File: config.mk
export PLATFORM = sky130hd
export DESIGN_NAME = dcp_param_decode
export DESIGN_NICKNAME = d
export VERILOG_FILES = /design/src/logic/dcp_pkg.sv /design/src/logic/dcp_interval_counter.sv /design/src/logic/dcp_irq_status.sv /design/src/logic/dcp_param_decode.sv
export VERILOG_INCLUDE_DIRS = /design/src /design/src/logic
export SDC_FILE = /design/constraint.sdc
export NUM_CORES = 1
export LEC_CHECK = 0
export ABC_CLOCK_PERIOD_IN_PS = 6000
export BUFFER_PORTS_ARGS = -buffer_cell sky130_fd_sc_hd__buf_2
export CAP_MARGIN = 30
export CELL_PAD_IN_SITES_DETAIL_PLACEMENT = 1
export CELL_PAD_IN_SITES_GLOBAL_PLACEMENT = 1
export CORE_AREA = 3 3 183 132
export CTS_CLUSTER_DIAMETER = 80
export DETAILED_ROUTE_END_ITERATION = 16
export DIE_AREA = 0 0 186 135
export GPL_TIMING_DRIVEN = 0
export PLACE_DENSITY = 0.93
export SETUP_SLACK_MARGIN = 0.02
export SLEW_MARGIN = 40
export SYNTH_ARGS = -nofsm -noshare
export SYNTH_HDL_FRONTEND = slang
export SYNTH_SLANG_ARGS = --single-unit
File: constraint.sdc
create_clock -name aclk -period 6 [get_ports aclk]
set_clock_uncertainty 0.05 [all_clocks]
set_input_delay 1.2 -clock aclk [delete_from_list [all_inputs] [get_ports aclk]]
set_output_delay 1.2 -clock aclk [all_outputs]
set_load 0.01 [all_outputs]
File: src/logic/dcp_defines.svh
`ifndef DCP_DEFINES_SVH
`define DCP_DEFINES_SVH

// ----------------------------------------------------------------
// bus geometry
// ----------------------------------------------------------------
`define DCP_ADDR_W          6

// ----------------------------------------------------------------
// register byte offsets
// ----------------------------------------------------------------
`define DCP_OFF_CMD         6'h00
`define DCP_OFF_CFG         6'h04
`define DCP_OFF_PERP        6'h08
`define DCP_OFF_SWRST       6'h0c
`define DCP_OFF_EXEC        6'h10
`define DCP_OFF_STATUS      6'h14
`define DCP_OFF_DATA        6'h18
`define DCP_OFF_INT_STAT    6'h1c
`define DCP_OFF_INT_MASK    6'h20

// ----------------------------------------------------------------
// command parameter register fields
// ----------------------------------------------------------------
`define DCP_CMD_HL_LSB      0
`define DCP_CMD_HL_W        8
`define DCP_CMD_HU_LSB      8
`define DCP_CMD_HU_W        8
`define DCP_CMD_MFM_BIT     16
`define DCP_CMD_MT_BIT      17
`define DCP_CMD_ND_BIT      18
`define DCP_CMD_SIZE_LSB    20
`define DCP_CMD_SIZE_W      3
`define DCP_CMD_EOT_LSB     24
`define DCP_CMD_RESET       32'h0901_0808

// ----------------------------------------------------------------
// configuration register fields
// ----------------------------------------------------------------
`define DCP_CFG_FIFO_N_BIT  0
`define DCP_CFG_THR_LSB     4
`define DCP_CFG_THR_W       4
`define DCP_CFG_PRE_LSB     8
`define DCP_CFG_LOCK_BIT    16
`define DCP_CFG_RESET       32'h0000_0001
`define DCP_CFG_MASK        32'h0001_fff1

// ----------------------------------------------------------------
// perpendicular, soft reset and execution fields
// ----------------------------------------------------------------
`define DCP_PERP_OW_BIT     7
`define DCP_SWRST_DSR_BIT   0
`define DCP_SWRST_DOR_BIT   1
`define DCP_EXEC_GO_BIT     0
`define DCP_EXEC_HEAD_BIT   1
`define DCP_EXEC_SEC_LSB    8
`define DCP_SECTOR_BASE     15'h0080

// ----------------------------------------------------------------
// interrupt events
// ----------------------------------------------------------------
`define DCP_IRQ_N           3
`define DCP_IRQ_BYTE        0
`define DCP_IRQ_EXEC_END    1
`define DCP_IRQ_HEAD_RDY    2

// ----------------------------------------------------------------
// bus responses and timing
// ----------------------------------------------------------------
`define DCP_RESP_OKAY       2'b00
`define DCP_RESP_SLVERR     2'b10
`define DCP_CLK_PERIOD_NS   8
`define DCP_TICK_PERIOD_NS  1000000
`define DCP_TICK_CYCLES     (`DCP_TICK_PERIOD_NS / `DCP_CLK_PERIOD_NS)

`endif

File: src/logic/dcp_pkg.sv
`include "dcp_defines.svh"

package dcp_pkg;

    // one-hot head sequencing states
    typedef enum logic [3:0] {
        HD_IDLE   = 4'b0001,
        HD_LOAD   = 4'b0010,
        HD_EXEC   = 4'b0100,
        HD_UNLOAD = 4'b1000
    } dcp_head_state_t;

    // whole state of the main module
    typedef struct packed {
        logic                    aw_held;
        logic [`DCP_ADDR_W-1:0]  aw_addr;
        logic                    w_held;
        logic [31:0]             w_data;
        logic [3:0]              w_strb;
        logic                    bvalid;
        logic [1:0]              bresp;
        logic                    rvalid;
        logic [1:0]              rresp;
        logic [31:0]             rdata;
        logic [31:0]             cmd;
        logic [31:0]             cfg;
        logic [3:0]              perp;
        dcp_head_state_t         head_st;
        logic                    head;
        logic [7:0]              sector;
        logic [7:0]              data;
        logic                    pending;
        logic [31:0]             tick_cnt;
        logic                    tick;
    } dcp_state_t;

endpackage

File: src/logic/dcp_interval_counter.sv
`timescale 1ns/1ps
`default_nettype none

module dcp_interval_counter #(
    parameter int unsigned WIDTH = 8
) (
    // clock and reset
    input  wire logic             aclk,
    input  wire logic             aresetn,
    // control
    input  wire logic             load,
    input  wire logic [WIDTH-1:0] load_val,
    input  wire logic             cancel,
    input  wire logic             tick,
    // status
    output logic                  expired
);

    typedef struct packed {
        logic [WIDTH-1:0] count;
        logic             running;
    } dcp_cnt_state_t;

    dcp_cnt_state_t s_q;
    dcp_cnt_state_t s_d;

    // one-cycle pulse once the loaded count has run down
    assign expired = s_q.running && (s_q.count == '0) && !load && !cancel;

    // down-count on each tick; a fresh load restarts the interval
    always_comb begin
        s_d = s_q;
        if (cancel) begin
            s_d.running = 1'b0;
        end else if (load) begin
            s_d.count   = load_val;
            s_d.running = 1'b1;
        end else if (s_q.running) begin
            if (s_q.count == '0) begin
                s_d.running = 1'b0;
            end else if (tick) begin
                s_d.count = s_q.count - 1'b1;
            end
        end
    end

    always_ff @(posedge aclk) begin
        if (!aresetn) begin
            s_q <= '0;
        end else begin
            s_q <= s_d;
        end
    end

endmodule

`default_nettype wire

File: src/logic/dcp_irq_status.sv
`timescale 1ns/1ps
`default_nettype none

module dcp_irq_status #(
    parameter int unsigned N = 3
) (
    // clock and reset
    input  wire logic         aclk,
    input  wire logic         aresetn,
    // events and software access
    input  wire logic [N-1:0] event_set,
    input  wire logic         rd_clear,
    input  wire logic         mask_wr,
    input  wire logic [N-1:0] mask_wdata,
    // state
    output logic [N-1:0]      status,
    output logic [N-1:0]      mask,
    output logic              irq
);

    typedef struct packed {
        logic [N-1:0] status;
        logic [N-1:0] mask;
    } dcp_irq_state_t;

    dcp_irq_state_t s_q;
    dcp_irq_state_t s_d;

    assign status = s_q.status;
    assign mask   = s_q.mask;
    assign irq    = |(s_q.status & s_q.mask);

    // an event in the clearing cycle survives the read
    always_comb begin
        s_d = s_q;
        if (rd_clear) begin
            s_d.status = '0;
        end
        s_d.status = s_d.status | event_set;
        if (mask_wr) begin
            s_d.mask = mask_wdata;
        end
    end

    always_ff @(posedge aclk) begin
        if (!aresetn) begin
            s_q <= '0;
        end else begin
            s_q <= s_d;
        end
    end

endmodule

`default_nettype wire

File: src/logic/dcp_param_decode.sv
// Operation
// - wait head-load interval before medium access
// - unload head after head-unload interval
// - lock keeps fifo, threshold, precomp over reset
// - density bit one MFM, zero FM
// - multi-track continues head 0 into head 1
// - size code gives 128 shifted bytes
// - non-DMA interrupts per byte, else DRQ/DACK
// - perpendicular bits change only with overwrite
// - fifo enable active low, disabled default
//
// The AXI4-Lite interface to the registers and the address map were chosen for this implementation.
`include "dcp_defines.svh"
`timescale 1ns/1ps
`default_nettype none

module dcp_param_decode #(
    parameter int unsigned TICK_CYCLES = `DCP_TICK_CYCLES
) (
    // clock and reset
    input  wire logic                   aclk,
    input  wire logic                   aresetn,
    // axi4-lite write address
    input  wire logic                   awvalid,
    output logic                        awready,
    input  wire logic [`DCP_ADDR_W-1:0] awaddr,
    input  wire logic [2:0]             awprot,
    // axi4-lite write data
    input  wire logic                   wvalid,
    output logic                        wready,
    input  wire logic [31:0]            wdata,
    input  wire logic [3:0]             wstrb,
    // axi4-lite write response
    output logic                        bvalid,
    input  wire logic                   bready,
    output logic [1:0]                  bresp,
    // axi4-lite read address
    input  wire logic                   arvalid,
    output logic                        arready,
    input  wire logic [`DCP_ADDR_W-1:0] araddr,
    input  wire logic [2:0]             arprot,
    // axi4-lite read data
    output logic                        rvalid,
    input  wire logic                   rready,
    output logic [31:0]                 rdata,
    output logic [1:0]                  rresp,
    // interrupt
    output logic                        irq,
    // head and medium sequencing
    output logic                        head_load,
    output logic                        medium_go,
    input  wire logic                   exec_end,
    input  wire logic                   sector_done,
    output logic                        head_sel,
    output logic [7:0]                  sector_num,
    // recording parameters
    output logic                        mfm_mode,
    output logic [14:0]                 sector_bytes,
    output logic [3:0]                  perpendicular_drive_bits,
    output logic                        fifo_enable_n,
    output logic [3:0]                  fifo_threshold,
    output logic [7:0]                  precomp_start_track,
    // data byte path
    input  wire logic                   byte_valid,
    input  wire logic [7:0]             byte_data,
    output logic                        dma_req,
    input  wire logic                   dma_ack,
    output logic [7:0]                  dma_data
);

    dcp_pkg::dcp_state_t s_q;
    dcp_pkg::dcp_state_t s_d;

    logic                  soft_rst;
    logic                  wr_fire;
    logic                  rd_fire;
    logic                  hl_load;
    logic                  hu_load;
    logic                  hu_cancel;
    logic                  hl_expired;
    logic                  hu_expired;
    logic                  int_rd;
    logic                  mask_wr;
    logic [31:0]           wmask;
    logic [31:0]           wmerged;
    logic [`DCP_IRQ_N-1:0] irq_events;
    logic [`DCP_IRQ_N-1:0] irq_stat;
    logic [`DCP_IRQ_N-1:0] irq_mask;

    // ----------------------------------------------------------------
    // outputs
    // ----------------------------------------------------------------
    assign awready    = !s_q.aw_held;
    assign wready     = !s_q.w_held;
    assign bvalid     = s_q.bvalid;
    assign bresp      = s_q.bresp;
    assign arready    = !s_q.rvalid;
    assign rvalid     = s_q.rvalid;
    assign rdata      = s_q.rdata;
    assign rresp      = s_q.rresp;
    assign head_load  = (s_q.head_st != dcp_pkg::HD_IDLE);
    assign medium_go  = (s_q.head_st == dcp_pkg::HD_EXEC);
    assign head_sel   = s_q.head;
    assign sector_num = s_q.sector;
    assign mfm_mode   = s_q.cmd[`DCP_CMD_MFM_BIT];
    assign sector_bytes = `DCP_SECTOR_BASE
                        << s_q.cmd[`DCP_CMD_SIZE_LSB +: `DCP_CMD_SIZE_W];
    assign perpendicular_drive_bits = s_q.perp;
    assign fifo_enable_n       = s_q.cfg[`DCP_CFG_FIFO_N_BIT];
    assign fifo_threshold      = s_q.cfg[`DCP_CFG_THR_LSB +: `DCP_CFG_THR_W];
    assign precomp_start_track = s_q.cfg[`DCP_CFG_PRE_LSB +: 8];
    // dma request only in dma mode; handshake clears it
    assign dma_req    = s_q.pending && !s_q.cmd[`DCP_CMD_ND_BIT];
    assign dma_data   = s_q.data;

    // ----------------------------------------------------------------
    // bus handshakes and byte-lane merge
    // ----------------------------------------------------------------
    assign wr_fire = s_q.aw_held && s_q.w_held && !s_q.bvalid;
    assign rd_fire = arvalid && !s_q.rvalid;
    assign wmask   = {{8{s_q.w_strb[3]}}, {8{s_q.w_strb[2]}},
                      {8{s_q.w_strb[1]}}, {8{s_q.w_strb[0]}}};
    assign wmerged = s_q.w_data & wmask;
    assign soft_rst = wr_fire && (s_q.aw_addr == `DCP_OFF_SWRST)
                    && (wmerged[`DCP_SWRST_DSR_BIT] || wmerged[`DCP_SWRST_DOR_BIT]);
    assign int_rd  = rd_fire && (araddr == `DCP_OFF_INT_STAT);
    assign mask_wr = wr_fire && (s_q.aw_addr == `DCP_OFF_INT_MASK) && s_q.w_strb[0];

    // events: per-byte interrupt only in non-dma mode
    assign irq_events[`DCP_IRQ_BYTE]     = byte_valid && s_q.cmd[`DCP_CMD_ND_BIT];
    assign irq_events[`DCP_IRQ_EXEC_END] = exec_end && (s_q.head_st == dcp_pkg::HD_EXEC);
    assign irq_events[`DCP_IRQ_HEAD_RDY] = hl_expired;

    // ----------------------------------------------------------------
    // head interval counters and interrupt status
    // ----------------------------------------------------------------
    dcp_interval_counter #(
        .WIDTH    (`DCP_CMD_HL_W)
    ) u_head_load_cnt (
        .aclk     (aclk),
        .aresetn  (aresetn),
        .load     (hl_load),
        .load_val (s_q.cmd[`DCP_CMD_HL_LSB +: `DCP_CMD_HL_W]),
        .cancel   (soft_rst),
        .tick     (s_q.tick),
        .expired  (hl_expired)
    );

    dcp_interval_counter #(
        .WIDTH    (`DCP_CMD_HU_W)
    ) u_head_unload_cnt (
        .aclk     (aclk),
        .aresetn  (aresetn),
        .load     (hu_load),
        .load_val (s_q.cmd[`DCP_CMD_HU_LSB +: `DCP_CMD_HU_W]),
        .cancel   (hu_cancel),
        .tick     (s_q.tick),
        .expired  (hu_expired)
    );

    dcp_irq_status #(
        .N          (`DCP_IRQ_N)
    ) u_irq (
        .aclk       (aclk),
        .aresetn    (aresetn),
        .event_set  (irq_events),
        .rd_clear   (int_rd),
        .mask_wr    (mask_wr),
        .mask_wdata (wmerged[`DCP_IRQ_N-1:0]),
        .status     (irq_stat),
        .mask       (irq_mask),
        .irq        (irq)
    );

    // ----------------------------------------------------------------
    // next-state logic
    // ----------------------------------------------------------------
    always_comb begin
        s_d       = s_q;
        hl_load   = 1'b0;
        hu_load   = 1'b0;
        hu_cancel = soft_rst;
        s_d.tick  = 1'b0;

        // interval time base: one pulse per tick period
        if (s_q.tick_cnt >= TICK_CYCLES - 1) begin
            s_d.tick_cnt = '0;
            s_d.tick     = 1'b1;
        end else begin
            s_d.tick_cnt = s_q.tick_cnt + 32'h0000_0001;
        end

        // address and data are captured independently
        if (awvalid && !s_q.aw_held) begin
            s_d.aw_held = 1'b1;
            s_d.aw_addr = awaddr;
        end
        if (wvalid && !s_q.w_held) begin
            s_d.w_held = 1'b1;
            s_d.w_data = wdata;
            s_d.w_strb = wstrb;
        end
        if (s_q.bvalid && bready) begin
            s_d.bvalid = 1'b0;
        end

        // register writes
        if (wr_fire) begin
            s_d.aw_held = 1'b0;
            s_d.w_held  = 1'b0;
            s_d.bvalid  = 1'b1;
            s_d.bresp   = `DCP_RESP_OKAY;
            case (s_q.aw_addr)
                `DCP_OFF_CMD: begin
                    s_d.cmd = (s_q.cmd & ~wmask) | wmerged;
                end
                `DCP_OFF_CFG: begin
                    s_d.cfg = ((s_q.cfg & ~wmask) | wmerged) & `DCP_CFG_MASK;
                end
                `DCP_OFF_PERP: begin
                    if (wmerged[`DCP_PERP_OW_BIT]) begin
                        s_d.perp = wmerged[3:0];
                    end
                end
                `DCP_OFF_SWRST, `DCP_OFF_INT_MASK: begin
                end
                `DCP_OFF_EXEC: begin
                    // a start while unloading reuses the still-loaded head
                    if (wmerged[`DCP_EXEC_GO_BIT]) begin
                        if (s_q.head_st == dcp_pkg::HD_IDLE) begin
                            s_d.head_st = dcp_pkg::HD_LOAD;
                            hl_load     = 1'b1;
                        end else if (s_q.head_st == dcp_pkg::HD_UNLOAD) begin
                            s_d.head_st = dcp_pkg::HD_EXEC;
                            hu_cancel   = 1'b1;
                        end
                        if (s_q.head_st == dcp_pkg::HD_IDLE ||
                            s_q.head_st == dcp_pkg::HD_UNLOAD) begin
                            s_d.head   = wmerged[`DCP_EXEC_HEAD_BIT];
                            s_d.sector = wmerged[`DCP_EXEC_SEC_LSB +: 8];
                        end
                    end
                end
                default: begin
                    s_d.bresp = `DCP_RESP_SLVERR;
                end
            endcase
        end

        // register reads
        if (s_q.rvalid && rready) begin
            s_d.rvalid = 1'b0;
        end
        if (rd_fire) begin
            s_d.rvalid = 1'b1;
            s_d.rresp  = `DCP_RESP_OKAY;
            s_d.rdata  = 32'h0000_0000;
            case (araddr)
                `DCP_OFF_CMD:      s_d.rdata = s_q.cmd;
                `DCP_OFF_CFG:      s_d.rdata = s_q.cfg;
                `DCP_OFF_PERP:     s_d.rdata[3:0] = s_q.perp;
                `DCP_OFF_SWRST, `DCP_OFF_EXEC: begin
                end
                `DCP_OFF_STATUS: begin
                    s_d.rdata = {1'b0, sector_bytes, s_q.sector,
                                 1'b0, s_q.pending, s_q.head, 1'b0, s_q.head_st};
                end
                `DCP_OFF_DATA: begin
                    s_d.rdata[7:0] = s_q.data;
                    if (s_q.cmd[`DCP_CMD_ND_BIT]) begin
                        s_d.pending = 1'b0;
                    end
                end
                `DCP_OFF_INT_STAT: s_d.rdata[`DCP_IRQ_N-1:0] = irq_stat;
                `DCP_OFF_INT_MASK: s_d.rdata[`DCP_IRQ_N-1:0] = irq_mask;
                default: begin
                    s_d.rresp = `DCP_RESP_SLVERR;
                end
            endcase
        end

        // byte path: a new byte overwrites an unserved one
        if (dma_req && dma_ack) begin
            s_d.pending = 1'b0;
        end
        if (byte_valid) begin
            s_d.data    = byte_data;
            s_d.pending = 1'b1;
        end

        // head sequencing
        case (s_q.head_st)
            dcp_pkg::HD_IDLE: begin
            end
            dcp_pkg::HD_LOAD: begin
                if (hl_expired) begin
                    s_d.head_st = dcp_pkg::HD_EXEC;
                end
            end
            dcp_pkg::HD_EXEC: begin
                if (exec_end) begin
                    s_d.head_st = dcp_pkg::HD_UNLOAD;
                    hu_load     = 1'b1;
                end else if (sector_done) begin
                    if (s_q.sector != s_q.cmd[`DCP_CMD_EOT_LSB +: 8]) begin
                        s_d.sector = s_q.sector + 8'h01;
                    end else if (s_q.cmd[`DCP_CMD_MT_BIT] && !s_q.head) begin
                        s_d.head   = 1'b1;
                        s_d.sector = 8'h01;
                    end
                end
            end
            dcp_pkg::HD_UNLOAD: begin
                if (hu_expired && s_d.head_st == dcp_pkg::HD_UNLOAD) begin
                    s_d.head_st = dcp_pkg::HD_IDLE;
                end
            end
            default: begin
                s_d.head_st = dcp_pkg::HD_IDLE;
            end
        endcase

        // software reset: lock decides whether config returns to default
        if (soft_rst) begin
            s_d.head_st = dcp_pkg::HD_IDLE;
            s_d.pending = 1'b0;
            if (!s_q.cfg[`DCP_CFG_LOCK_BIT]) begin
                s_d.cfg = `DCP_CFG_RESET;
            end
        end
    end

    // ----------------------------------------------------------------
    // state register
    // ----------------------------------------------------------------
    always_ff @(posedge aclk) begin
        if (!aresetn) begin
            s_q         <= '0;
            s_q.cmd     <= `DCP_CMD_RESET;
            s_q.cfg     <= `DCP_CFG_RESET;
            s_q.head_st <= dcp_pkg::HD_IDLE;
        end else begin
            s_q <= s_d;
        end
    end

endmodule

`default_nettype wire

==> results of run 1 <==
[cell type report]
type / count / area, um^2
buffer: 145 / 861
clock buffer: 33 / 663
clock inverter: 4 / 60.1
fill: 2718 / 10200
inverter: 24 / 91.3
multi-input combinational: 837 / 4950
sequential: 227 / 4540
tap: 288 / 360
timing repair buffer: 151 / 756
[kinds of logic (layout without fill, tap and decap cells)]
family	count (synthesis)	after routing	share of synthesized area, %
flops	227	227	44.1
fa+ha+maj	5	5	0.582
simple gates	482	482	22.4
mux	46	46	4.68
buf+inv	169	357	9.22
xor+xnor	34	34	2.89
other cells	1	24	0.0364
compound gates	246	246	16.1
[metal layers]
metal / track usage [%] / wire [um] / vias up
li1: - / - / 4520
met1: 39.6 / 15800 / 4849
met4: 9.43 / 1310 / 0
met5: 0 / 0 / -
met2: 44.3 / 16100 / 462
met3: 4.55 / 3110 / 103
[cells in the final DEF (no fill, tap or decap), types with 24 or more instances in the layout]
master / instances
clkbuf_1: 55
nand2_1: 204
a221oi_1: 27
a21oi_1: 106
buf_2: 159
buf_4: 75
nand3_1: 28
conb_1: 24
dfxtp_1: 227
nor3_1: 36
nor2_1: 99
mux2i_1: 28
[power groups by stage]
stage          Combinational (mW)  Sequential [mW]  Clock, mW
5_1_grt                     0.290             1.59       1.48
6_report                    0.267             1.59       1.42
4_1_cts                     0.262             1.58       1.43
3_5_place_dp                0.258             1.62          0
3_3_place_gp                0.247             1.61          0
2_1_floorplan               0.161             1.60          0
[worst max-delay path: cells and delay by family, from the launching register on]
kind / cells / cell delay [ps]
and+or+nand+nor: 1 / 530
buffers and inverters: 3 / 660
DFF: 1 / 300
[path summary, 6_finish.rpt]
check / from / endpoint / slack [ps] / cells past startpoint
worst min register to register: s_q[195] / s_q[195] / 410 / 2
worst min-delay path: s_q[195] / s_q[195] / 410 / 2
worst max-delay path: s_q[54] / head_load / 2740 / 4
worst max register to register: s_q[54] / s_q[54] / 3360 / 6
[through the flow]
stage	power, mW	util, %	cells
global route	3.36	54.7	1709
floorplan	1.76	-	1233
detailed placement	1.87	51.3	1671
finish	3.27	54.7	1709
CTS	3.28	54.5	1708
global placement	1.86	51.3	1671
==> results.toml, run 1 <==
[worst_setup_path]
crit_slowest_cell = "nor4b_2"
path_cells = "buf_2 > nor4b_2 > inv_1 > buf_2"
cp_max_fo = 10
cp-start-kind = "flop"
cp-end-kind = "primary output"
cp.arrival_ps = 2010
criticalPathCategory = "flop to primary output"
crit_required_ps = 4750
critical-path-max-stage-delay_ps = 530
crit_top_cell = "buf_2"

[layout]
antennaDiodeCount = 0
drive_gt1_share_pct = 23.2
nets = 1486
design_area_um2 = 12300
area_delta_synth_final_pct = 19.1

[clock_tree]
cts_tree = "done"
cts_root_buffer = "clkbuf_16"
postCtsResizedCells = 0
clkTransAtPathRegs_ps = 60
cts_max_path_buffers = 3
postCtsSetupBuffers = 0
htreeDepth = 1
insertion_delay_ps = 530
clkSinkCount = 227
cts_made_buffers = 23
cts_hold_buf = 0

[synthesis]
async_reset_ff_share_pct = 0
seq_area_frac_synth_pct = 44.1
syn_area_um2 = 10300
synth.most_common_cell = "dfxtp_1"
synth_cells = 1210
synth_edf_count = 0
synth-main-ff-cell = "dfxtp_1"
synth_top_area_cell = "dfxtp_1"
synth_common_cells = "227 x dfxtp_1, 204 x nand2_1, 106 x a21oi_1, 99 x nor2_1, 75 x buf_4"
ys_types = 91
yosysWarnings = 0
ys_seq_elements = 227
synth.top_cell.area_share_pct = 44.1
synthTopCellsByArea = "dfxtp_1 44%, nand2_1 7.4%, buf_4 5.5%, a21oi_1 5.1%, nor2_1 3.6%"
syn_area_per_cell_um2 = 8.52

[timing]
finalCriticalPeriod_ps = 3260
worst_pin_slew_ps = 928
fin_setup_tns_ps = 0
max_freq_mhz = 307
setup_viol = 0
fin_ws_ps = 2740
finalMaxSlewViolations = 0
whs_ps = 407
period_share_pct = 54.3
relSlewSlack_pct = 38.0
rsz0062_at_grt = "false"
hold_violations = 0

[global_routing]
grt_pass1_vias = 9932
grt_pass1_wl_um = 55500
grt_usage_pct = 28.2
antenna_found_initial = 0
grt_max_degree = 14
grt.overflow.total = 0

[place]
io_buffers = 150
dp_hpwl_um = 26700
place_congestion = 0.920
place_ws_ps = 2360
dpl_cell_area_um2 = 11500

[job]
drv_cap = 0

[detailed_routing]
antenna_left = 0
wirelength_um = 36400
viasPerCell = 5.81
drt_first_pass_iters = 5
drt_iter0_drc = 876
drc = 0
drt-wirelength-per-cell_um = 21.3
num_vias = 9934

[outcome]
outcome = "completed"

[die]
core_area_um2 = 22400
rows = 46
start_util_pct = 46.0
die-width_um = 186
dieArea_um2 = 25100
die_y_um = 135
ios = 168

[power_and_ir_drop]
power.switching_mw = 0.805
leakage_nw = 5.03
p_per_area_nw_per_um2 = 266
pwr-share-seq_pct = 48.5
swShare_pct = 24.6
p_comb_share_pct = 8.2
vdd_drop_max_mv = 0.215
clkPwrFrac_pct = 43.3
p_int_mw = 2.46

[min_path]
hold_class = "flop to flop"
No activity file was read; power rests on OpenSTA's default activity.
==> inputs of run 2 (changes only) <==
ABC_AREA = 1   (was not set)
ABC_CLOCK_PERIOD_IN_PS = 3130   (was 6000)
CORE_AREA = 3 3 194 139   (was 3 3 183 132)
DIE_AREA = 0 0 197 142   (was 0 0 186 135)
PLACE_DENSITY = 0.88   (was 0.93)
clock period = 3.13 ns   (was 6 ns; I/O delays follow)
==> run 2 against run 1 <==
Register-to-register slack got worse by 2500 ps; die area grew 11%; worst hold slack worse by 130 ps; largest power group unchanged; via count up 5.4%; non-clock buffer count is 20 lower; critical endpoint is now sector_bytes[12]; sequential share of layout area fell by 0.21 points; final cell count up 16%; combinational power rose by 54%.
==> results.toml, run 2 <==
[synthesis]
ys_seq_elements = 227
yosysWarnings = 0
synth-main-ff-cell = "dfxtp_1"
syn_area_um2 = 10300
seq_area_frac_synth_pct = 44.0
synth.most_common_cell = "nand2_1"
syn_area_per_cell_um2 = 7.18
async_reset_ff_share_pct = 0
synth_top_area_cell = "dfxtp_1"
synth_edf_count = 0
synth_common_cells = "279 x nand2_1, 227 x dfxtp_1, 202 x nor2_1, 136 x inv_1, 117 x o21ai_0"
synth_cells = 1439
synth.top_cell.area_share_pct = 44.0
ys_types = 44
synthTopCellsByArea = "dfxtp_1 44%, nand2_1 10%, nor2_1 7.3%, o21ai_0 5.7%, buf_4 5.6%"

[clock_tree]
cts_max_path_buffers = 3
clkSinkCount = 227
cts_made_buffers = 24
clkTransAtPathRegs_ps = 60
postCtsSetupBuffers = 0
postCtsResizedCells = 0
cts_hold_buf = 0
cts_tree = "done"
insertion_delay_ps = 520
htreeDepth = 1
cts_root_buffer = "clkbuf_16"

[power_and_ir_drop]
vdd_drop_max_mv = 0.327
swShare_pct = 24.5
p_int_mw = 4.71
pwr-share-seq_pct = 48.4
power.switching_mw = 1.53
p_per_area_nw_per_um2 = 505
p_comb_share_pct = 6.6
clkPwrFrac_pct = 45.1
leakage_nw = 5.44

[min_path]
min_from = "wdata[24]"
hold_class = "input pin to flop"

[worst_setup_path]
reg2reg_from = "s_q[197]"
cp_max_fo = 6
crit_required_ps = 2450
criticalPathCategory = "flop to primary output"
cp-end-kind = "primary output"
cp-start-kind = "flop"
cp.arrival_ps = 1700

[detailed_routing]
drt_iter0_drc = 734
drt-wirelength-per-cell_um = 18.7
wirelength_um = 37100
drt_first_pass_iters = 5
viasPerCell = 5.28
num_vias = 10500
antenna_left = 0
drc = 0

[global_routing]
grt_max_degree = 14
grt_pass1_wl_um = 57300
grt_usage_pct = 25.7
grt.overflow.total = 0
grt_pass1_vias = 10600
antenna_found_initial = 0

[layout]
area_delta_synth_final_pct = 19.6
nets = 1715
most-common-layout-cells = "279 x nand2_1, 227 x dfxtp_1, 202 x nor2_1, 161 x buf_2, 136 x inv_1"
multiInputGateArea_um2 = 4520
fillerInstances = 3317
final_common_cell = "nand2_1"
register_area_um2 = 4540
antennaDiodeCount = 0
drive_gt1_share_pct = 18.9

[job]
drv_cap = 0

[die]
rows = 49
die-width_um = 197
die_y_um = 142
core_area_um2 = 25400
ios = 168
start_util_pct = 40.7
dieArea_um2 = 28000

[place]
place_congestion = 0.909
io_buffers = 150
dp_hpwl_um = 28300

[timing]
fin_setup_tns_ps = 0
finalMaxSlewViolations = 0
relSlewSlack_pct = 43.5
hold_violations = 0
worst_pin_slew_ps = 848
period_share_pct = 75.8
whs_ps = 274
rsz0062_at_grt = "false"
max_freq_mhz = 422
setup_viol = 0
finalCriticalPeriod_ps = 2370

[outcome]
outcome = "completed"
## run 2: cell types whose count changed after synthesis, moves of 15 or more
cell | before | now
inv_1 | 23 | 136
nor2_1 | 99 | 202
o21ai_0 | 20 | 117
nand2_1 | 204 | 279
mux2i_1 | 28 | 0
a221oi_1 | 27 | 0
mux2_2 | 18 | 0
o21ai_1 | 2 | 18
and2_1 | 16 | 1
## run 2: logic make-up after synthesis
kind of cell / count (synthesis) / share of synthesized area [%]
and+or+nand+nor: 606 / 24.6
AOI/OAI and AO/OA: 287 / 14.8
DFF: 227 / 44.0
adders and majority gates: 4 / 0.484
buffers and inverters: 279 / 13.1
other: 1 / 0.0363
xor gates and xnor gates: 35 / 2.97
## run 2: layer usage
| metal | share of wire [%] | track usage, % | vias up |
|---|---|---|---|
| met5 | 0 | 0 | - |
| met4 | 2.9 | 8.36 | 0 |
| met3 | 7.8 | 4.52 | 75 |
| met2 | 44 | 41.0 | 403 |
| met1 | 45 | 35.7 | 5061 |
| li1 | - | - | 4934 |
## run 2: final cells by class
| class | count | area share [%] |
|---|---|---|
| plain buffers | 126 | 6.34 |
| clock buffers | 38 | 6.03 |
| clock inverters | 4 | 0.203 |
| inverters | 153 | 4.65 |
| multi-input cells | 956 | 36.6 |
| flip-flops and latches | 227 | 36.8 |
| well taps | 331 | 3.35 |
| repair buffers | 150 | 6.08 |
## run 2: stage by stage
stage	worst slack, ps	std cells	total power, mW	instance area [um^2]	utilization (%)
after floorplan	1390	1462	3.29	10400	-
after global placement	430	1943	3.46	11600	45.6
after detailed placement	367	1943	3.48	11600	45.6
after CTS	795	1985	6.25	12400	48.7
after global routing	706	1985	6.44	12400	48.7
final	758	1985	6.24	12400	48.7
## run 2: critical path, cell delays in order, from the launching register on
cell and delay, ps:
dfxtp_1 460, inv_1 190, nor3_1 330, buf_2 200
## run 2: final timing paths
kind / depth (start not counted) / slack, ps / end
max reg2reg: 6 / 840 / s_q[164]
min reg2reg: 2 / 390 / s_q[61]
max: 3 / 760 / sector_bytes[12]
min: 3 / 270 / s_q[189]
## run 2: power groups by stage
stage	Sequential [mW]	Combinational (mW)	Clock [mW]
floorplan	3.06	0.231	0
global placement	3.08	0.385	0
detailed placement	3.08	0.399	0
CTS	3.02	0.405	2.83
global route	3.02	0.448	2.97
finish	3.02	0.410	2.81
